### src/hw/core_regs_pkg.sv
// Purpose: Shared constants for the core control register bank
// Assumes: APB byte address is four times the register index
// Notes: Indices are kept as printed; byte address = index * 4
package core_regs_pkg;
  localparam int ADDR_W = 12;
  localparam logic [7:0] IDX_STACK_POINTER = 8'h81;
  localparam logic [7:0] IDX_DATA_POINTER_LOW = 8'h82;
  localparam logic [7:0] IDX_DATA_POINTER_HIGH = 8'h83;
  localparam logic [7:0] IDX_POWER_CONTROL = 8'h87;
  localparam logic [7:0] IDX_TIMER_CONTROL = 8'h88;
  localparam logic [7:0] IDX_TIMER_MODE = 8'h89;
  localparam logic [7:0] IDX_TIMER_ZERO_LOW = 8'h8a;
  localparam logic [7:0] IDX_TIMER_ONE_LOW = 8'h8b;
  localparam logic [7:0] IDX_TIMER_ZERO_HIGH = 8'h8c;
  localparam logic [7:0] IDX_TIMER_ONE_HIGH = 8'h8d;
  localparam logic [7:0] IDX_CLOCK_DIVIDER_CONTROL = 8'h8e;
  // Power control fields
  localparam int PC_BAUD_DOUBLE = 7;
  localparam int PC_FRAME_ERROR_ENABLE = 6;
  localparam int PC_POWER_DOWN = 1;
  localparam int PC_SLEEP_CPU = 0;
  localparam logic [7:0] PC_WRITE_MASK = 8'hcf;
  localparam logic [7:0] PC_SLEEP_MASK = 8'h03;
  // Timer control fields
  localparam int TC_ONE_OVERFLOW = 7;
  localparam int TC_ONE_RUN = 6;
  localparam int TC_ZERO_OVERFLOW = 5;
  localparam int TC_ZERO_RUN = 4;
  localparam int TC_EXT_ONE_FLAG = 3;
  localparam int TC_EXT_ONE_TYPE = 2;
  localparam int TC_EXT_ZERO_FLAG = 1;
  localparam int TC_EXT_ZERO_TYPE = 0;
  // Timer mode fields
  localparam int TM_ONE_GATE = 7;
  localparam int TM_ONE_COUNTER = 6;
  localparam int TM_ONE_MODE_HI = 5;
  localparam int TM_ONE_MODE_LO = 4;
  localparam int TM_ZERO_GATE = 3;
  localparam int TM_ZERO_COUNTER = 2;
  localparam int TM_ZERO_MODE_HI = 1;
  localparam int TM_ZERO_MODE_LO = 0;
  // Clock divider control fields
  localparam int CK_ONE_FAST = 4;
  localparam int CK_ZERO_FAST = 3;
  localparam logic [7:0] CK_KEEP_MASK = 8'h18;
  // Reset values
  localparam logic [7:0] RST_STACK_POINTER = 8'h07;
  localparam logic [7:0] RST_ZERO = 8'h00;
  // Prescaler: divide by 12 and by 4
  localparam logic [3:0] SLOW_DIV_LAST = 4'hb;
  localparam logic [1:0] FAST_DIV_LAST = 2'h3;
  typedef enum logic [1:0] {
    MODE_PRESCALED = 2'h0,
    MODE_FULL16 = 2'h1,
    MODE_RELOAD8 = 2'h2,
    MODE_SPLIT = 2'h3
  } timer_mode_e;
endpackage

### src/hw/core_timer_power_control_regs.sv
// Purpose: Core control registers, power requests and timer 0/1 counting
// Assumes: Pins synchronous to pclk; APB with zero wait states
// Notes: Writes over APB take priority over counting in the same cycle
//
// Contract
// - Stack pointer register holds top of stack
// - Two bytes form the 16-bit data pointer
// - Baud double bit doubles serial baud
// - Bit 6 makes serial bit 7 frame error
// - Power-down bit stops all clocks
// - Idle bit stops only the processor clock
// - Timer 1 overflow flag set, auto-cleared
// - Timer 0 overflow flag set, auto-cleared
// - Timer 1 run bit starts and stops it
// - Timer 0 run bit starts and stops it
// - External flags set; edge cleared, level follows
// - One trigger type bit per external input
// - Timer 1 gate needs input one high
// - Timer 0 gate needs input zero high
// - Timer 1 counts pin falls when selected
// - Timer 0 counts pin falls when selected
// - Two-bit mode field per timer nibble
// - Four modes: prescaled, 16-bit, reload, split
// - Split: high byte under timer 1 controls
// - Internal clock divided by 4 or 12
`timescale 1ns/10ps
module core_timer_power_control_regs
  import core_regs_pkg::*;
(
  input wire logic pclk,
  input wire logic presetn,
  input wire logic psel,
  input wire logic penable,
  input wire logic pwrite,
  input wire logic [ADDR_W-1:0] paddr,
  input wire logic [31:0] pwdata,
  output logic [31:0] prdata,
  output logic pready,
  output logic pslverr,
  input wire logic ext_irq_pin_zero,
  input wire logic ext_irq_pin_one,
  input wire logic count_pin_zero,
  input wire logic count_pin_one,
  input wire logic timer_zero_isr_entry,
  input wire logic timer_one_isr_entry,
  input wire logic ext_zero_isr_entry,
  input wire logic ext_one_isr_entry,
  input wire logic wake_event,
  output logic [7:0] stack_pointer,
  output logic [15:0] data_pointer,
  output logic baud_double,
  output logic frame_error_enable,
  output logic cpu_clock_stop,
  output logic all_clock_stop,
  output logic timer_zero_overflow,
  output logic timer_one_overflow,
  output logic ext_irq_zero_flag,
  output logic ext_irq_one_flag
);

  function automatic logic [16:0] timer_step(input timer_mode_e m, input logic [7:0] tl, input logic [7:0] th);
    logic [12:0] c13;
    logic [15:0] c16;
    logic [16:0] r;
    c13 = {th, tl[4:0]} + 13'h0001;
    c16 = {th, tl} + 16'h0001;
    r = {1'b0, th, tl};
    unique case (m)
      MODE_PRESCALED: r = {(th == 8'hff) && (tl[4:0] == 5'h1f), c13[12:5], tl[7:5], c13[4:0]};
      MODE_FULL16: r = {({th, tl} == 16'hffff), c16};
      MODE_RELOAD8: r = (tl == 8'hff) ? {1'b1, th, th} : {1'b0, th, tl + 8'h01};
      MODE_SPLIT: r = {(tl == 8'hff), th, tl + 8'h01};
    endcase
    return r;
  endfunction

  logic [7:0] stack_pointer_reg;
  logic [7:0] data_pointer_low_reg;
  logic [7:0] data_pointer_high_reg;
  logic [7:0] power_control_reg, power_control_next;
  logic [7:0] timer_control_reg, timer_control_next;
  logic [7:0] timer_mode_reg;
  logic [7:0] clock_divider_control_reg;
  logic [7:0] tl0_reg, tl0_next, th0_reg, th0_next;
  logic [7:0] tl1_reg, tl1_next, th1_reg, th1_next;
  logic [3:0] slow_cnt_reg;
  logic [1:0] fast_cnt_reg;
  logic ext_zero_prev_reg, ext_one_prev_reg, cnt_zero_prev_reg, cnt_one_prev_reg;
  logic [31:0] prdata_reg;

  // APB decode; zero wait states, so pready is always high
  wire access = psel && penable;
  wire setup = psel && !penable;
  wire wr_en = access && pwrite;
  wire [7:0] idx = paddr[9:2];
  wire aligned = (paddr[1:0] == 2'h0) && (paddr[ADDR_W-1:10] == '0);
  wire hit_sp = aligned && (idx == IDX_STACK_POINTER);
  wire hit_dpl = aligned && (idx == IDX_DATA_POINTER_LOW);
  wire hit_dph = aligned && (idx == IDX_DATA_POINTER_HIGH);
  wire hit_power_control = aligned && (idx == IDX_POWER_CONTROL);
  wire hit_timer_control = aligned && (idx == IDX_TIMER_CONTROL);
  wire hit_timer_mode = aligned && (idx == IDX_TIMER_MODE);
  wire hit_tl0 = aligned && (idx == IDX_TIMER_ZERO_LOW);
  wire hit_tl1 = aligned && (idx == IDX_TIMER_ONE_LOW);
  wire hit_th0 = aligned && (idx == IDX_TIMER_ZERO_HIGH);
  wire hit_th1 = aligned && (idx == IDX_TIMER_ONE_HIGH);
  wire hit_clock_divider_control = aligned && (idx == IDX_CLOCK_DIVIDER_CONTROL);
  wire hit_any = hit_sp || hit_dpl || hit_dph || hit_power_control || hit_timer_control || hit_timer_mode ||
                 hit_tl0 || hit_tl1 || hit_th0 || hit_th1 || hit_clock_divider_control;
  wire wr_sp = wr_en && hit_sp;
  wire wr_dpl = wr_en && hit_dpl;
  wire wr_dph = wr_en && hit_dph;
  wire wr_power_control = wr_en && hit_power_control;
  wire wr_timer_control = wr_en && hit_timer_control;
  wire wr_timer_mode = wr_en && hit_timer_mode;
  wire wr_tl0 = wr_en && hit_tl0;
  wire wr_tl1 = wr_en && hit_tl1;
  wire wr_th0 = wr_en && hit_th0;
  wire wr_th1 = wr_en && hit_th1;
  wire wr_clock_divider_control = wr_en && hit_clock_divider_control;
  wire [7:0] wd = pwdata[7:0];

  wire [7:0] read_byte = hit_sp ? stack_pointer_reg :
                         hit_dpl ? data_pointer_low_reg :
                         hit_dph ? data_pointer_high_reg :
                         hit_power_control ? power_control_reg :
                         hit_timer_control ? timer_control_reg :
                         hit_timer_mode ? timer_mode_reg :
                         hit_tl0 ? tl0_reg :
                         hit_tl1 ? tl1_reg :
                         hit_th0 ? th0_reg :
                         hit_th1 ? th1_reg :
                         hit_clock_divider_control ? clock_divider_control_reg : RST_ZERO;

  assign pready = 1'b1;
  assign pslverr = access && !hit_any;
  assign prdata = prdata_reg;

  // divide by 12 and by 4
  wire tick_slow = (slow_cnt_reg == SLOW_DIV_LAST);
  wire tick_fast = (fast_cnt_reg == FAST_DIV_LAST);
  wire [3:0] slow_cnt_next = tick_slow ? 4'h0 : slow_cnt_reg + 4'h1;
  wire [1:0] fast_cnt_next = fast_cnt_reg + 2'h1;
  wire tick_zero = clock_divider_control_reg[CK_ZERO_FAST] ? tick_fast : tick_slow;
  wire tick_one = clock_divider_control_reg[CK_ONE_FAST] ? tick_fast : tick_slow;

  // Pins are sampled as synchronous, so one stage gives the edge
  wire ext_zero_fall = ext_zero_prev_reg && !ext_irq_pin_zero;
  wire ext_one_fall = ext_one_prev_reg && !ext_irq_pin_one;
  wire cnt_zero_fall = cnt_zero_prev_reg && !count_pin_zero;
  wire cnt_one_fall = cnt_one_prev_reg && !count_pin_one;

  timer_mode_e mode_zero, mode_one;
  assign mode_zero = timer_mode_e'(timer_mode_reg[TM_ZERO_MODE_HI:TM_ZERO_MODE_LO]);
  assign mode_one = timer_mode_e'(timer_mode_reg[TM_ONE_MODE_HI:TM_ONE_MODE_LO]);
  wire split_zero = (mode_zero == MODE_SPLIT);

  // run bit, gated by input zero
  wire enable_zero = timer_control_reg[TC_ZERO_RUN] &&
                     (!timer_mode_reg[TM_ZERO_GATE] || ext_irq_pin_zero);
  // run bit, gated by input one
  wire enable_one = timer_control_reg[TC_ONE_RUN] &&
                    (!timer_mode_reg[TM_ONE_GATE] || ext_irq_pin_one);
  // count pin falls or internal clock
  wire src_zero = timer_mode_reg[TM_ZERO_COUNTER] ? cnt_zero_fall : tick_zero;
  // count pin falls or internal clock
  wire src_one = timer_mode_reg[TM_ONE_COUNTER] ? cnt_one_fall : tick_one;
  wire inc0 = enable_zero && src_zero && !all_clock_stop;
  // timer 1 stops in its own split mode
  wire inc1 = enable_one && src_one && !all_clock_stop && (mode_one != MODE_SPLIT);
  // split high byte is a timer on timer 1 run bit only
  wire inc_th0_split = split_zero && timer_control_reg[TC_ONE_RUN] && tick_one && !all_clock_stop;

  wire [16:0] step0 = timer_step(mode_zero, tl0_reg, th0_reg);
  wire [16:0] step1 = timer_step(mode_one, tl1_reg, th1_reg);
  wire [7:0] th0_split_sum = th0_reg + 8'h01;
  // overflow on wrap, in the counting cycle
  wire ovf_zero = inc0 && step0[16];
  wire ovf_th0_split = inc_th0_split && (th0_reg == 8'hff);
  // While timer 0 is split, timer 1 keeps counting for baud use but owns no flag
  wire ovf_one = split_zero ? ovf_th0_split : (inc1 && step1[16]);

  assign tl0_next = wr_tl0 ? wd : (inc0 ? step0[7:0] : tl0_reg);
  assign th0_next = wr_th0 ? wd :
                    split_zero ? (inc_th0_split ? th0_split_sum : th0_reg) :
                    (inc0 ? step0[15:8] : th0_reg);
  assign tl1_next = wr_tl1 ? wd : (inc1 ? step1[7:0] : tl1_reg);
  assign th1_next = wr_th1 ? wd : (inc1 ? step1[15:8] : th1_reg);

  // Software write, then routine-entry clear, then hardware set
  wire [7:0] timer_control_base = wr_timer_control ? wd : timer_control_reg;
  wire tf1_next = (timer_control_base[TC_ONE_OVERFLOW] && !timer_one_isr_entry) || ovf_one;
  wire tf0_next = (timer_control_base[TC_ZERO_OVERFLOW] && !timer_zero_isr_entry) || ovf_zero;
  // edge flag is sticky, level flag follows pin
  wire ie1_next = timer_control_base[TC_EXT_ONE_TYPE] ?
                  ((timer_control_base[TC_EXT_ONE_FLAG] && !ext_one_isr_entry) || ext_one_fall) : !ext_irq_pin_one;
  wire ie0_next = timer_control_base[TC_EXT_ZERO_TYPE] ?
                  ((timer_control_base[TC_EXT_ZERO_FLAG] && !ext_zero_isr_entry) || ext_zero_fall) : !ext_irq_pin_zero;
  assign timer_control_next = {tf1_next, timer_control_base[TC_ONE_RUN], tf0_next, timer_control_base[TC_ZERO_RUN],
                               ie1_next, timer_control_base[TC_EXT_ONE_TYPE], ie0_next, timer_control_base[TC_EXT_ZERO_TYPE]};

  // a write of the request wins over a wake in the same cycle
  assign power_control_next = wr_power_control ? (wd & PC_WRITE_MASK) :
                              wake_event ? (power_control_reg & ~PC_SLEEP_MASK) : power_control_reg;

  always_ff @(posedge pclk or negedge presetn) begin
    if (!presetn) begin
      stack_pointer_reg <= RST_STACK_POINTER;
      data_pointer_low_reg <= RST_ZERO;
      data_pointer_high_reg <= RST_ZERO;
      timer_mode_reg <= RST_ZERO;
      clock_divider_control_reg <= RST_ZERO;
    end else begin
      if (wr_sp) stack_pointer_reg <= wd;
      if (wr_dpl) data_pointer_low_reg <= wd;
      if (wr_dph) data_pointer_high_reg <= wd;
      if (wr_timer_mode) timer_mode_reg <= wd;
      if (wr_clock_divider_control) clock_divider_control_reg <= wd & CK_KEEP_MASK;
    end
  end

  always_ff @(posedge pclk or negedge presetn) begin
    if (!presetn) begin
      power_control_reg <= RST_ZERO;
      timer_control_reg <= RST_ZERO;
      prdata_reg <= '0;
    end else begin
      power_control_reg <= power_control_next;
      timer_control_reg <= timer_control_next;
      if (setup) prdata_reg <= {24'h000000, read_byte};
    end
  end

  always_ff @(posedge pclk or negedge presetn) begin
    if (!presetn) begin
      tl0_reg <= RST_ZERO;
      th0_reg <= RST_ZERO;
      tl1_reg <= RST_ZERO;
      th1_reg <= RST_ZERO;
      slow_cnt_reg <= 4'h0;
      fast_cnt_reg <= 2'h0;
    end else begin
      tl0_reg <= tl0_next;
      th0_reg <= th0_next;
      tl1_reg <= tl1_next;
      th1_reg <= th1_next;
      slow_cnt_reg <= slow_cnt_next;
      fast_cnt_reg <= fast_cnt_next;
    end
  end

  // Previous samples idle high, so no edge is seen right after reset
  always_ff @(posedge pclk or negedge presetn) begin
    if (!presetn) begin
      ext_zero_prev_reg <= 1'b1;
      ext_one_prev_reg <= 1'b1;
      cnt_zero_prev_reg <= 1'b1;
      cnt_one_prev_reg <= 1'b1;
    end else begin
      ext_zero_prev_reg <= ext_irq_pin_zero;
      ext_one_prev_reg <= ext_irq_pin_one;
      cnt_zero_prev_reg <= count_pin_zero;
      cnt_one_prev_reg <= count_pin_one;
    end
  end

  assign stack_pointer = stack_pointer_reg;
  assign data_pointer = {data_pointer_high_reg, data_pointer_low_reg};
  assign baud_double = power_control_reg[PC_BAUD_DOUBLE];
  // serial bit 7 becomes frame error flag
  assign frame_error_enable = power_control_reg[PC_FRAME_ERROR_ENABLE];
  // idle stops the processor clock only
  assign cpu_clock_stop = power_control_reg[PC_SLEEP_CPU] || power_control_reg[PC_POWER_DOWN];
  assign all_clock_stop = power_control_reg[PC_POWER_DOWN];
  assign timer_zero_overflow = timer_control_reg[TC_ZERO_OVERFLOW];
  assign timer_one_overflow = timer_control_reg[TC_ONE_OVERFLOW];
  assign ext_irq_zero_flag = timer_control_reg[TC_EXT_ZERO_FLAG];
  assign ext_irq_one_flag = timer_control_reg[TC_EXT_ONE_FLAG];
endmodule

### config.mk
export PLATFORM = sky130hd
export DESIGN_NAME = core_timer_power_control_regs
export DESIGN_NICKNAME = d
export VERILOG_FILES = /design/src/hw/core_regs_pkg.sv /design/src/hw/core_timer_power_control_regs.sv
export SDC_FILE = /design/constraint.sdc
export NUM_CORES = 1
export LEC_CHECK = 0
export BUFFER_PORTS_ARGS = -buffer_cell sky130_fd_sc_hd__buf_2
export CORE_ASPECT_RATIO = 0.75
export CORE_MARGIN = 4
export CORE_UTILIZATION = 52
export CTS_BUF_LIST = sky130_fd_sc_hd__clkbuf_8
export DETAILED_ROUTE_END_ITERATION = 12
export PLACE_DENSITY = 0.88
export SLEW_MARGIN = 20
export SYNTH_ARGS = -nofsm -noshare
export SYNTH_HDL_FRONTEND = slang
export SYNTH_SLANG_ARGS = --single-unit
### constraint.sdc
create_clock -name pclk -period 1.84 [get_ports pclk]
set_input_delay 0.184 -clock pclk [delete_from_list [all_inputs] [get_ports pclk]]
set_output_delay 0.184 -clock pclk [all_outputs]
set_load 0.05 [all_outputs]
==> results of run 1 <==
## layout make-up
class / instances / area (um2)
clock inverter: 7 / 51.30
clock buffer: 9 / 123.9
sequential: 98 / 2462
timing repair buffer: 222 / 1635
fill: 772 / 3208
inverter: 20 / 76.32
multi-input combinational: 538 / 3979
tap: 162 / 202.7
antenna: 1 / 2.502
## power by group through the flow
stage	clock network, mW	logic [mW]	registers, mW
after floorplan	0	0.330	2.25
after global placement	0	0.519	2.23
after detailed placement	0	0.529	2.23
after CTS	1.34	0.550	2.19
after global routing	1.41	0.624	2.19
final	1.36	0.596	2.19
## critical path: stages, from the launching register on
cell and delay (ps):
dfrtp_2 480, nand2b_1 230, a21oi_1 240, buf_4 230, nand2_4 90, or3_4 410, xnor2_2 150, a21oi_2 140
## kinds of logic (layout without fill, tap and decap cells)
| group | Yosys count | count (layout) | synth area share (%) |
|---|---|---|---|
| fa+ha+maj | 7 | 7 | 1.384 |
| other cells | 2 | 26 | 0.1187 |
| compound gates | 178 | 178 | 18.41 |
| xor+xnor | 18 | 18 | 2.491 |
| mux | 69 | 69 | 11.78 |
| simple gates | 241 | 241 | 20.01 |
| flops | 98 | 98 | 38.89 |
| buf+inv | 90 | 258 | 6.920 |
## cells in the mapped netlist (5+ instances only)
| cell | count | area (um2) |
|---|---|---|
| ha_1 | 7 | 87.58 |
| buf_4 | 26 | 195.2 |
| a21o_1 | 9 | 67.56 |
| nor4_1 | 7 | 43.79 |
| nor3_1 | 14 | 70.07 |
| o22ai_1 | 11 | 68.82 |
| nand2_1 | 68 | 255.2 |
| a22oi_1 | 7 | 52.55 |
| a21boi_0 | 5 | 37.54 |
| a31oi_1 | 13 | 81.33 |
| nand4_1 | 7 | 43.79 |
| nor2_1 | 55 | 206.5 |
| o221ai_1 | 5 | 43.79 |
| inv_1 | 19 | 71.32 |
| xnor2_1 | 15 | 131.4 |
| dfstp_2 | 7 | 183.9 |
| nor2b_1 | 6 | 37.54 |
| a21oi_1 | 33 | 165.2 |
| a221oi_1 | 6 | 52.55 |
| mux2i_1 | 25 | 250.2 |
| and3_1 | 10 | 62.56 |
| clkbuf_1 | 36 | 135.1 |
| mux2_2 | 44 | 495.5 |
| nand3_1 | 22 | 110.1 |
| o21ai_0 | 45 | 225.2 |
| dfrtp_1 | 91 | 2277 |
| nand2b_1 | 14 | 87.58 |
| buf_1 | 6 | 22.52 |
| o211ai_1 | 9 | 67.56 |
## what timing repair did
action,4_1_cts,5_1_grt
buffers inserted,5,7
hold buffers,7,0
setup endpoints to repair,32,54
hold endpoints to repair,97,0
resized for setup,49,53
pin swaps,22,27
## layout by cell type (no fill, tap or decap), types with 9 or more instances in the layout
cell type	count
nor3_1	9
o211ai_1	9
dfrtp_1	90
clkbuf_8	9
nor2_1	47
xnor2_1	14
a21oi_1	29
o21ai_1	19
a31oi_1	11
buf_2	71
buf_4	122
o22ai_1	9
nand3_1	16
a21o_1	9
nand2_1	64
conb_1	25
buf_6	15
nand2b_1	13
o21ai_0	26
mux2_2	36
inv_1	19
mux2i_1	24
## per-layer routing
layer,GRT usage (%),up-vias
li1,-,2897
met3,9.835,147
met4,11.08,0
met2,47.94,570
met1,46.45,3208
met5,0,-
## final timing paths
path	start	endpoint	slack [ps]	cells past startpoint
max in group asynchronous	presetn	stack_pointer[2]	1050	3
min	timer_one_isr_entry	timer_control_reg[7]	20	2
min reg2reg	prdata[6]	prdata[6]	520	1
min in group asynchronous	presetn	power_control_reg[0]	390	3
max	power_control_reg[1]	th1_reg[0]	-210	7
max reg2reg	power_control_reg[1]	th1_reg[0]	-210	7
## per-stage QoR
stage               setup slack [ps]  total power [mW]  std cells
CTS                           -148.0             4.075       1049
floorplan                     -338.3             2.575        726
global placement              -354.9             2.749       1021
finish                        -208.5             4.153       1057
detailed placement            -375.4             2.760       1021
global route                  -265.9             4.233       1056
==> metrics.yaml, run 1 <==
outcome: "finished with violations"
violations: "negative setup slack"
dieArea_um2: 14020
cts_tree: "built"
grt_pass1_vias: 6485
die_h_um: 103.5
gp_congestion: 1.035
coreArea_um2: 11740
num-nets-final: 954
grt_first_pass_wirelength_um: 36010
synthToLayoutAreaGrowth_pct: 34.84
clk-insertion-delay-late_ps: 390
post-route-period-util_pct: 111.3
setup_tns_ps: -2247
utilization_pct: 72.68
swShare_pct: 31.07
detail-route-antenna-nets: 0
wl_per_cell_um: 23.28
yosysSeqAreaShare_pct: 38.89
finish.instance_area_um2: 8533
start_util_pct: 53.90
finalHoldViolations: 0
top_layer_used: "met4"
drt-vias-per-instance: 6.454
h-tree-depth: 3
relSlewSlack_pct: 65.31
intPower_mw: 2.863
vias: 6822
hold_slack_ps: 15.02
cts.path.max_buffers: 2
cap_violations: 0
port_buffers: 74
worstPathMaxFanout: 4
antenna_found_initial: 1
criticalPathCategory: "flip-flop to flip-flop"
num_rows: 34
drc_errors: 0
finalCriticalPeriod_ps: 2049
placed_area_um2: 7759
vdd.ir_drop.worst_mv: 0.5376
clock_skew_ps: 17.35
syn_area_um2: 6329
grt_setup_unrepaired: "yes"
p_leak_nw: 3.827
pwr-share-seq_pct: 52.8
end_kind: "flip-flop"
dpl.hpwl_um: 15960
yosysWarnings: 0
wirelength_um: 24610
synthArstFlopShare_pct: 100.0
wl_met1_um: 9054
synth.avg_cell_area_um2: 9.002
critPathArrivalTime_ps: 2350
startpoint_type: "flip-flop"
hold_path_class: "input port to flip-flop"
dr.first_iter.drc_count: 1035
synth_cell_types: 68
wl_met3_um: 3579
max_freq_mhz: 488.2
die_w_um: 135.4
cts-root-buf: "clkbuf_8"
power.switching_mw: 1.290
clkPwrFrac_pct: 32.9
grt_max_degree: 99
setup_violations: 35
pwr-share-comb_pct: 14.3
ios: 124
power.density_nw_per_um2: 486.7
wl_met2_um: 10680
grt_usage_pct: 32.79
cts_inserted_buffers: 9
drive_gt1_share_pct: 40.60
cts.sinks: 98
detail_route.first_pass.iterations: 7
path_clk_slew_ps: 110
drv_slew: 0
required_ps: 2140
tightestPinTransition_ps: 520.4
worst_slack_ps: -208.5
synthFlopType: "dfrtp_1"
synth_edf_count: 0
ys_seq_elements: 98
grt_overflow: 0
netlist_instances: 703
Note: power is estimated with default switching activity, not from simulation.
==> run 2: changes to the inputs <==
--- a/config.mk
+++ b/config.mk
@@ -8,10 +8,10 @@
 export BUFFER_PORTS_ARGS = -buffer_cell sky130_fd_sc_hd__buf_2
 export CORE_ASPECT_RATIO = 0.75
 export CORE_MARGIN = 4
-export CORE_UTILIZATION = 52
+export CORE_UTILIZATION = 40
 export CTS_BUF_LIST = sky130_fd_sc_hd__clkbuf_8
 export DETAILED_ROUTE_END_ITERATION = 12
-export PLACE_DENSITY = 0.88
+export PLACE_DENSITY = 0.72
 export SLEW_MARGIN = 20
 export SYNTH_ARGS = -nofsm -noshare
 export SYNTH_HDL_FRONTEND = slang
==> run 2 against run 1 <==
- the flow still finishes with violations (negative setup slack)
- sequential share of layout area down 0.20 points
- power about the same
- die area up 28%
- fmax up 6.3%
- register-to-register slack better by 120 ps
- core utilization down 17 points
- clock skew down 3.9 ps
- sequential power about the same
- cell count up 4.5%
- critical endpoint is now tl0_reg[4]
==> metrics.yaml, run 2 (synthesis gave the netlist of run 1 again) <==
outcome: "finished with violations"
violations: "negative setup slack"
cp_common_cell: "buf_6"
crit_buf_inv: 3  # +2
drv_slew: 0  # unchanged
intPower_mw: 2.899  # +1.3%
cp_cell_sequence: "ha_4 -> buf_6 -> nand3b_1 -> o21ai_2 -> and2_4 -> buf_6 -> buf_6 -> mux2i_1 -> o21ai_1"
power.switching_mw: 1.256  # -2.6%
swShare_pct: 30.23  # -0.84 points
detail_route.first_pass.iterations: 5  # -2
diodes: 0  # -1
max_freq_mhz: 519.1  # +6.3%
end_kind: "flip-flop"
grt_max_degree: 40  # -60%
vias: 6443  # -5.6%
start_util_pct: 41.17  # -13 points
power.density_nw_per_um2: 483.4  # -0.68%
drive_gt1_share_pct: 40.00  # -0.60 points
coreArea_um2: 15370  # +31%
n_fill_cell: 1329  # +72%
cap_violations: 0  # unchanged
grt_overflow: 0  # unchanged
ios: 124  # unchanged
cts_inserted_buffers: 9  # unchanged
cts_tree: "built"
path_clk_slew_ps: 110  # about the same
layout_commonest_cell: "buf_4"
worst_slack_ps: -86.57  # +122.0 ps
num_rows: 39  # +15%
utilization_pct: 55.92  # -17 points
grt_pass1_vias: 5997  # -7.5%
crit_slowest_cell: "dfrtp_1"
cts.sinks: 98  # unchanged
die_h_um: 116.9  # +13%
h-tree-depth: 3  # unchanged
finalCriticalPeriod_ps: 1927  # -122.0 ps
clkPwrFrac_pct: 33.2  # +0.3 points
drc_errors: 0  # unchanged
cts.path.max_buffers: 2  # unchanged
grt_first_pass_wirelength_um: 33950  # -5.7%
startpoint_type: "flip-flop"
synthToLayoutAreaGrowth_pct: 35.82
setup_violations: 15  # -57%
crit_family: "flip-flops"
dr.first_iter.drc_count: 830  # -20%
tightestPinTransition_ps: 545.6  # +25.15 ps
wirelength_um: 22370  # -9.1%
clk-insertion-delay-late_ps: 380  # about the same
die_w_um: 153.2  # +13%
pwr-share-comb_pct: 14.0  # -0.3 points
wl_per_cell_um: 20.24  # -13%
critPathArrivalTime_ps: 2190  # -160 ps
worstPathMaxFanout: 4  # unchanged
grt_setup_unrepaired: "yes"
num-nets-final: 960  # +0.63%
post-route-period-util_pct: 104.7  # -6.6 points
cp_slowest_stage_delay_ps: 410  # -70 ps
pwr-share-seq_pct: 52.8  # about the same
vdd.ir_drop.worst_mv: 0.5363  # -0.24%
cts-root-buf: "clkbuf_8"
required_ps: 2100  # -40 ps
layout_common_cells: "127 x buf_4, 89 x dfrtp_1, 73 x buf_2"
drt-vias-per-instance: 5.831  # -9.7%
gp_congestion: 0.9378  # -9.4%
criticalPathCategory: "flip-flop to flip-flop"
dpl.hpwl_um: 16080  # +0.77%
grt_usage_pct: 24.14  # -8.6 points
clock_skew_ps: 13.46  # -3.886 ps
relSlewSlack_pct: 63.63  # -1.7 points
place_ws_ps: -367.7  # +7.738 ps
p_leak_nw: 3.857  # +0.79%
finalHoldViolations: 0  # unchanged
hold_path_class: "input port to flip-flop"
detail-route-antenna-nets: 0  # unchanged
antenna_found_initial: 0  # -1
port_buffers: 74  # unchanged
dieArea_um2: 17920  # +28%
## run 2: repair_timing
| action | CTS | global route |
|---|---|---|
| endpoints found under the hold margin | 40 | 1 |
| gates cloned | 1 | 0 |
| setup buffers | 8 | 10 |
| gates resized for setup | 38 | 49 |
| hold buffers | 7 | 1 |
| endpoints found under the setup margin | 30 | 45 |
| pin swaps | 15 | 27 |
## run 2: metal layers
metal	share of wire, %	GRT usage, %
met5	0	0
met4	1.7	5.045
met3	11	5.660
met2	42	34.69
met1	45	37.04
## run 2: layout make-up
cell class / count / area [um2] / area share (%)
multi-input combinational: 538 / 3936 / 45.79
sequential: 98 / 2464 / 28.66
timing repair buffer: 228 / 1677 / 19.51
tap: 205 / 256.5 / 2.984
clock buffer: 10 / 137.6 / 1.601
inverter: 20 / 76.32 / 0.8879
clock inverter: 6 / 48.80 / 0.5677
## run 2: final timing paths
kind                                           start              endpoint  slack, ps  cells after the start
worst max-delay path                 slow_cnt_reg[0]            tl0_reg[4]        -90                      9
worst min-delay path                      wake_event  power_control_reg[1]         60                      3
worst max register to register       slow_cnt_reg[0]            tl0_reg[4]        -90                      9
worst min register to register  power_control_reg[3]  power_control_reg[3]        520                      1
max in group asynchronous                    presetn      ext_one_prev_reg        870                      3
min in group asynchronous                    presetn            th1_reg[3]        310                      2
## run 2: worst min-delay path, cell delays in order
cell and delay, ps:
buf_2 80, nand2b_1 80, o21ai_0 70
## run 2: through the flow
step | hold slack, ps | total power, mW | cell area [um2] | setup TNS [ps] | std cells
2_1_floorplan | -111.6 | 2.575 | 6569 | -6383 | 726
3_3_place_gp | 197.4 | 2.770 | 7818 | -13740 | 1063
3_5_place_dp | 200.4 | 2.775 | 7818 | -15610 | 1063
4_1_cts | 0.6742 | 4.154 | 8297 | -420.4 | 1095
5_1_grt | 77.69 | 4.297 | 8596 | -3061 | 1105
6_report | 62.46 | 4.155 | 8596 | -697.3 | 1105
## run 2: power by group through the flow
stage               Combinational [mW]  Clock, mW  Sequential [mW]
floorplan                        0.330          0             2.25
global placement                 0.537          0             2.23
detailed placement               0.542          0             2.23
CTS                              0.563       1.40             2.19
global route                     0.618       1.48             2.20
finish                           0.581       1.38             2.19
==> run 3: changes to the inputs <==
--- a/config.mk
+++ b/config.mk
@@ -12,6 +12,7 @@
 export CTS_BUF_LIST = sky130_fd_sc_hd__clkbuf_8
 export DETAILED_ROUTE_END_ITERATION = 12
 export PLACE_DENSITY = 0.72
+export SKIP_CTS_REPAIR_TIMING = 1
 export SLEW_MARGIN = 20
 export SYNTH_ARGS = -nofsm -noshare
 export SYNTH_HDL_FRONTEND = slang
==> run 3 against run 2 <==
- fmax decreased by 0.91%
- core utilization decreased by 0.41 points
- via count decreased by 0.73%
- worst hold slack got worse by 4.4 ps
- the run still ends with negative setup slack left
- critical path depth decreased by 2
- cell count decreased by 1.0%
- first-iteration DRC count decreased by 6.3%
- count of clock-buffer cells in the layout unchanged
- critical endpoint is now th0_reg[2]
- sequential share of layout area increased by 0.20 points
- final area decreased by 0.73%
- flip-flop and latch count unchanged
==> metrics.yaml, run 3 (synthesis gave the netlist of run 1 again) <==
stdcell_count: 1094  # -1.0%
start_util_pct: 41.17  # unchanged
crit_family: "compound AO/OA/AOI/OAI gates"
grtUsageMet1_pct: 37.19  # +0.15 points
required_ps: 2110  # about the same
worst_slack_ps: -104.3  # -17.72 ps
cts.sinks: 98  # unchanged
max_freq_mhz: 514.3  # -0.91%
outcome: "finished with violations"
vdd.ir_drop.worst_mv: 0.5085  # -5.2%
crit_slowest_cell: "dfstp_2"
startpoint_type: "flip-flop"
relSlewSlack_pct: 63.81  # +0.18 points
busiest_layer: "met1"
cp_slowest_stage_delay_ps: 560  # +150 ps
cts_tree: "built"
grt_overflow: 0  # unchanged
finalCriticalPeriod_ps: 1944  # +17.72 ps
drt-vias-per-instance: 5.846  # +0.27%
tightestPinTransition_ps: 542.9  # -2.707 ps
r2r_slack_ps: -100  # -20 ps
gr-usage-met3_pct: 4.631  # -1.0 points
clkPwrFrac_pct: 33.4  # +0.2 points
cts.path.max_buffers: 2  # unchanged
clock_skew_ps: 13.17  # -0.2934 ps
met2_usage_pct: 32.79  # -1.9 points
gp_congestion: 0.9378  # unchanged
die_h_um: 116.9  # unchanged
coreArea_um2: 15370  # unchanged
num_rows: 39  # unchanged
setup_tns_ps: -675.4  # +21.93 ps
end_kind: "flip-flop"
layout_common_cells: "120 x buf_4, 90 x dfrtp_1, 72 x buf_2"
cp_cell_sequence: "nand2b_4 -> a2111oi_4 -> a31oi_4 -> buf_6 -> nor3b_4 -> mux2i_1 -> a21oi_1"
ios: 124  # unchanged
port_buffers: 74  # unchanged
setup_violations: 13  # -2
clk-insertion-delay-late_ps: 380  # about the same
min_to: "power_control_reg[1]"
grt_setup_unrepaired: "yes"
crit_buf_inv: 1  # -2
power.density_nw_per_um2: 488.0  # +0.96%
dieArea_um2: 17920  # unchanged
worstPathMaxFanout: 3  # -1
cts_inserted_buffers: 9  # unchanged
drv_slew: 0  # unchanged
hold_path_class: "input port to flip-flop"
power_mw: 4.164  # +0.23%
pwr-share-seq_pct: 52.7  # about the same
drc_errors: 0  # unchanged
detail-route-antenna-nets: 0  # unchanged
finalHoldViolations: 0  # unchanged
synthToLayoutAreaGrowth_pct: 34.84
cts-root-buf: "clkbuf_8"
post-route-period-util_pct: 105.7  # +0.96 points
dr.first_iter.drc_count: 778  # -6.3%
grt_max_degree: 40  # unchanged
power.switching_mw: 1.266  # +0.75%
vias: 6396  # -0.73%
dpl.hpwl_um: 16080  # unchanged
p_leak_nw: 3.841  # -0.42%
place_ws_ps: -367.7  # unchanged
path_clk_slew_ps: 110  # about the same
dp_cells: 1063  # unchanged
intPower_mw: 2.899  # about the same
reg2reg_to: "th0_reg[2]"
violations: "negative setup slack"
swShare_pct: 30.39  # +0.16 points
diodes: 0  # unchanged
worstRegToRegCells: 7  # -2
die_w_um: 153.2  # unchanged
grt_pass1_vias: 5807  # -3.2%
hold_path.startpoint: "wake_event"
criticalPathCategory: "flip-flop to flip-flop"
critPathArrivalTime_ps: 2220  # +30 ps
wl_per_cell_um: 20.25  # about the same
cap_violations: 0  # unchanged
layout_commonest_cell: "buf_4"
grt_first_pass_wirelength_um: 32910  # -3.1%
wirelength_um: 22150  # -0.96%
drive_gt1_share_pct: 39.48  # -0.52 points
antenna_found_initial: 0  # unchanged
r2r-start: "cnt_zero_prev_reg"
holdPathStages: 3  # unchanged
num-nets-final: 949  # -1.1%
hold_slack_ps: 58.08  # -4.378 ps
detail_route.first_pass.iterations: 5  # unchanged
pwr-share-comb_pct: 14.0  # about the same
grt_usage_pct: 23.37  # -0.77 points
h-tree-depth: 3  # unchanged
[run 3: changes by cell type in the layout (fill, tap and decap cells not counted), sizes merged]
cell / before / now
buf: 220 / 209
inv: 21 / 22
clkinv: 3 / 2
[run 3: power by group through the flow]
stage | sequential (mW) | clock [mW] | combinational (mW)
2_1_floorplan | 2.25 | 0 | 0.330
3_3_place_gp | 2.23 | 0 | 0.537
3_5_place_dp | 2.23 | 0 | 0.542
4_1_cts | 2.19 | 1.40 | 0.545
5_1_grt | 2.20 | 1.48 | 0.617
6_report | 2.19 | 1.39 | 0.581
[run 3: stage by stage]
stage,util (%),cell area [um2]
4_1_cts,52.07,8004
5_1_grt,55.51,8533
3_5_place_dp,50.86,7818
2_1_floorplan,-,6569
3_3_place_gp,50.86,7818
6_report,55.51,8533
[run 3: worst max-delay path by stage]
| stage | from | to | slack, ps | cells after the start |
|---|---|---|---|---|
| finish | cnt_zero_prev_reg | th0_reg[2] | -100 | 7 |
| global route | cnt_zero_prev_reg | th0_reg[2] | -210 | 7 |
| CTS | slow_cnt_reg[0] | tl1_reg[6] | -220 | 9 |
| detailed placement | paddr[8] | stack_pointer[6] | -370 | 6 |
| global placement | paddr[8] | stack_pointer[3] | -350 | 6 |
| floorplan | paddr[8] | stack_pointer[4] | -340 | 5 |
[run 3: final cells by class]
class	instances	area (um2)
multi-input combinational	538	3973
fill	1346	6838
clock buffer	10	137.6
tap	205	256.5
clock inverter	6	48.80
inverter	20	75.07
sequential	98	2462
timing repair buffer	217	1580
[run 3: routing by layer]
metal  share of wire, %  wire length, um  up-vias
li1                   -                -     2874
met1                 46            10110     3117
met2                 43             9559      366
met3                9.8             2166       39
met4                1.4              320        0
met5                  0                0        -
[run 3: worst register-to-register path, delay by kind of cell (launching register included)]
kind                   cells  cell delay, ps
multiplexers               1             210
AO/OA/AOI/OAI              3             670
AND/OR/NAND/NOR            2             250
buffers and inverters      1             160
flip-flops                 1             560
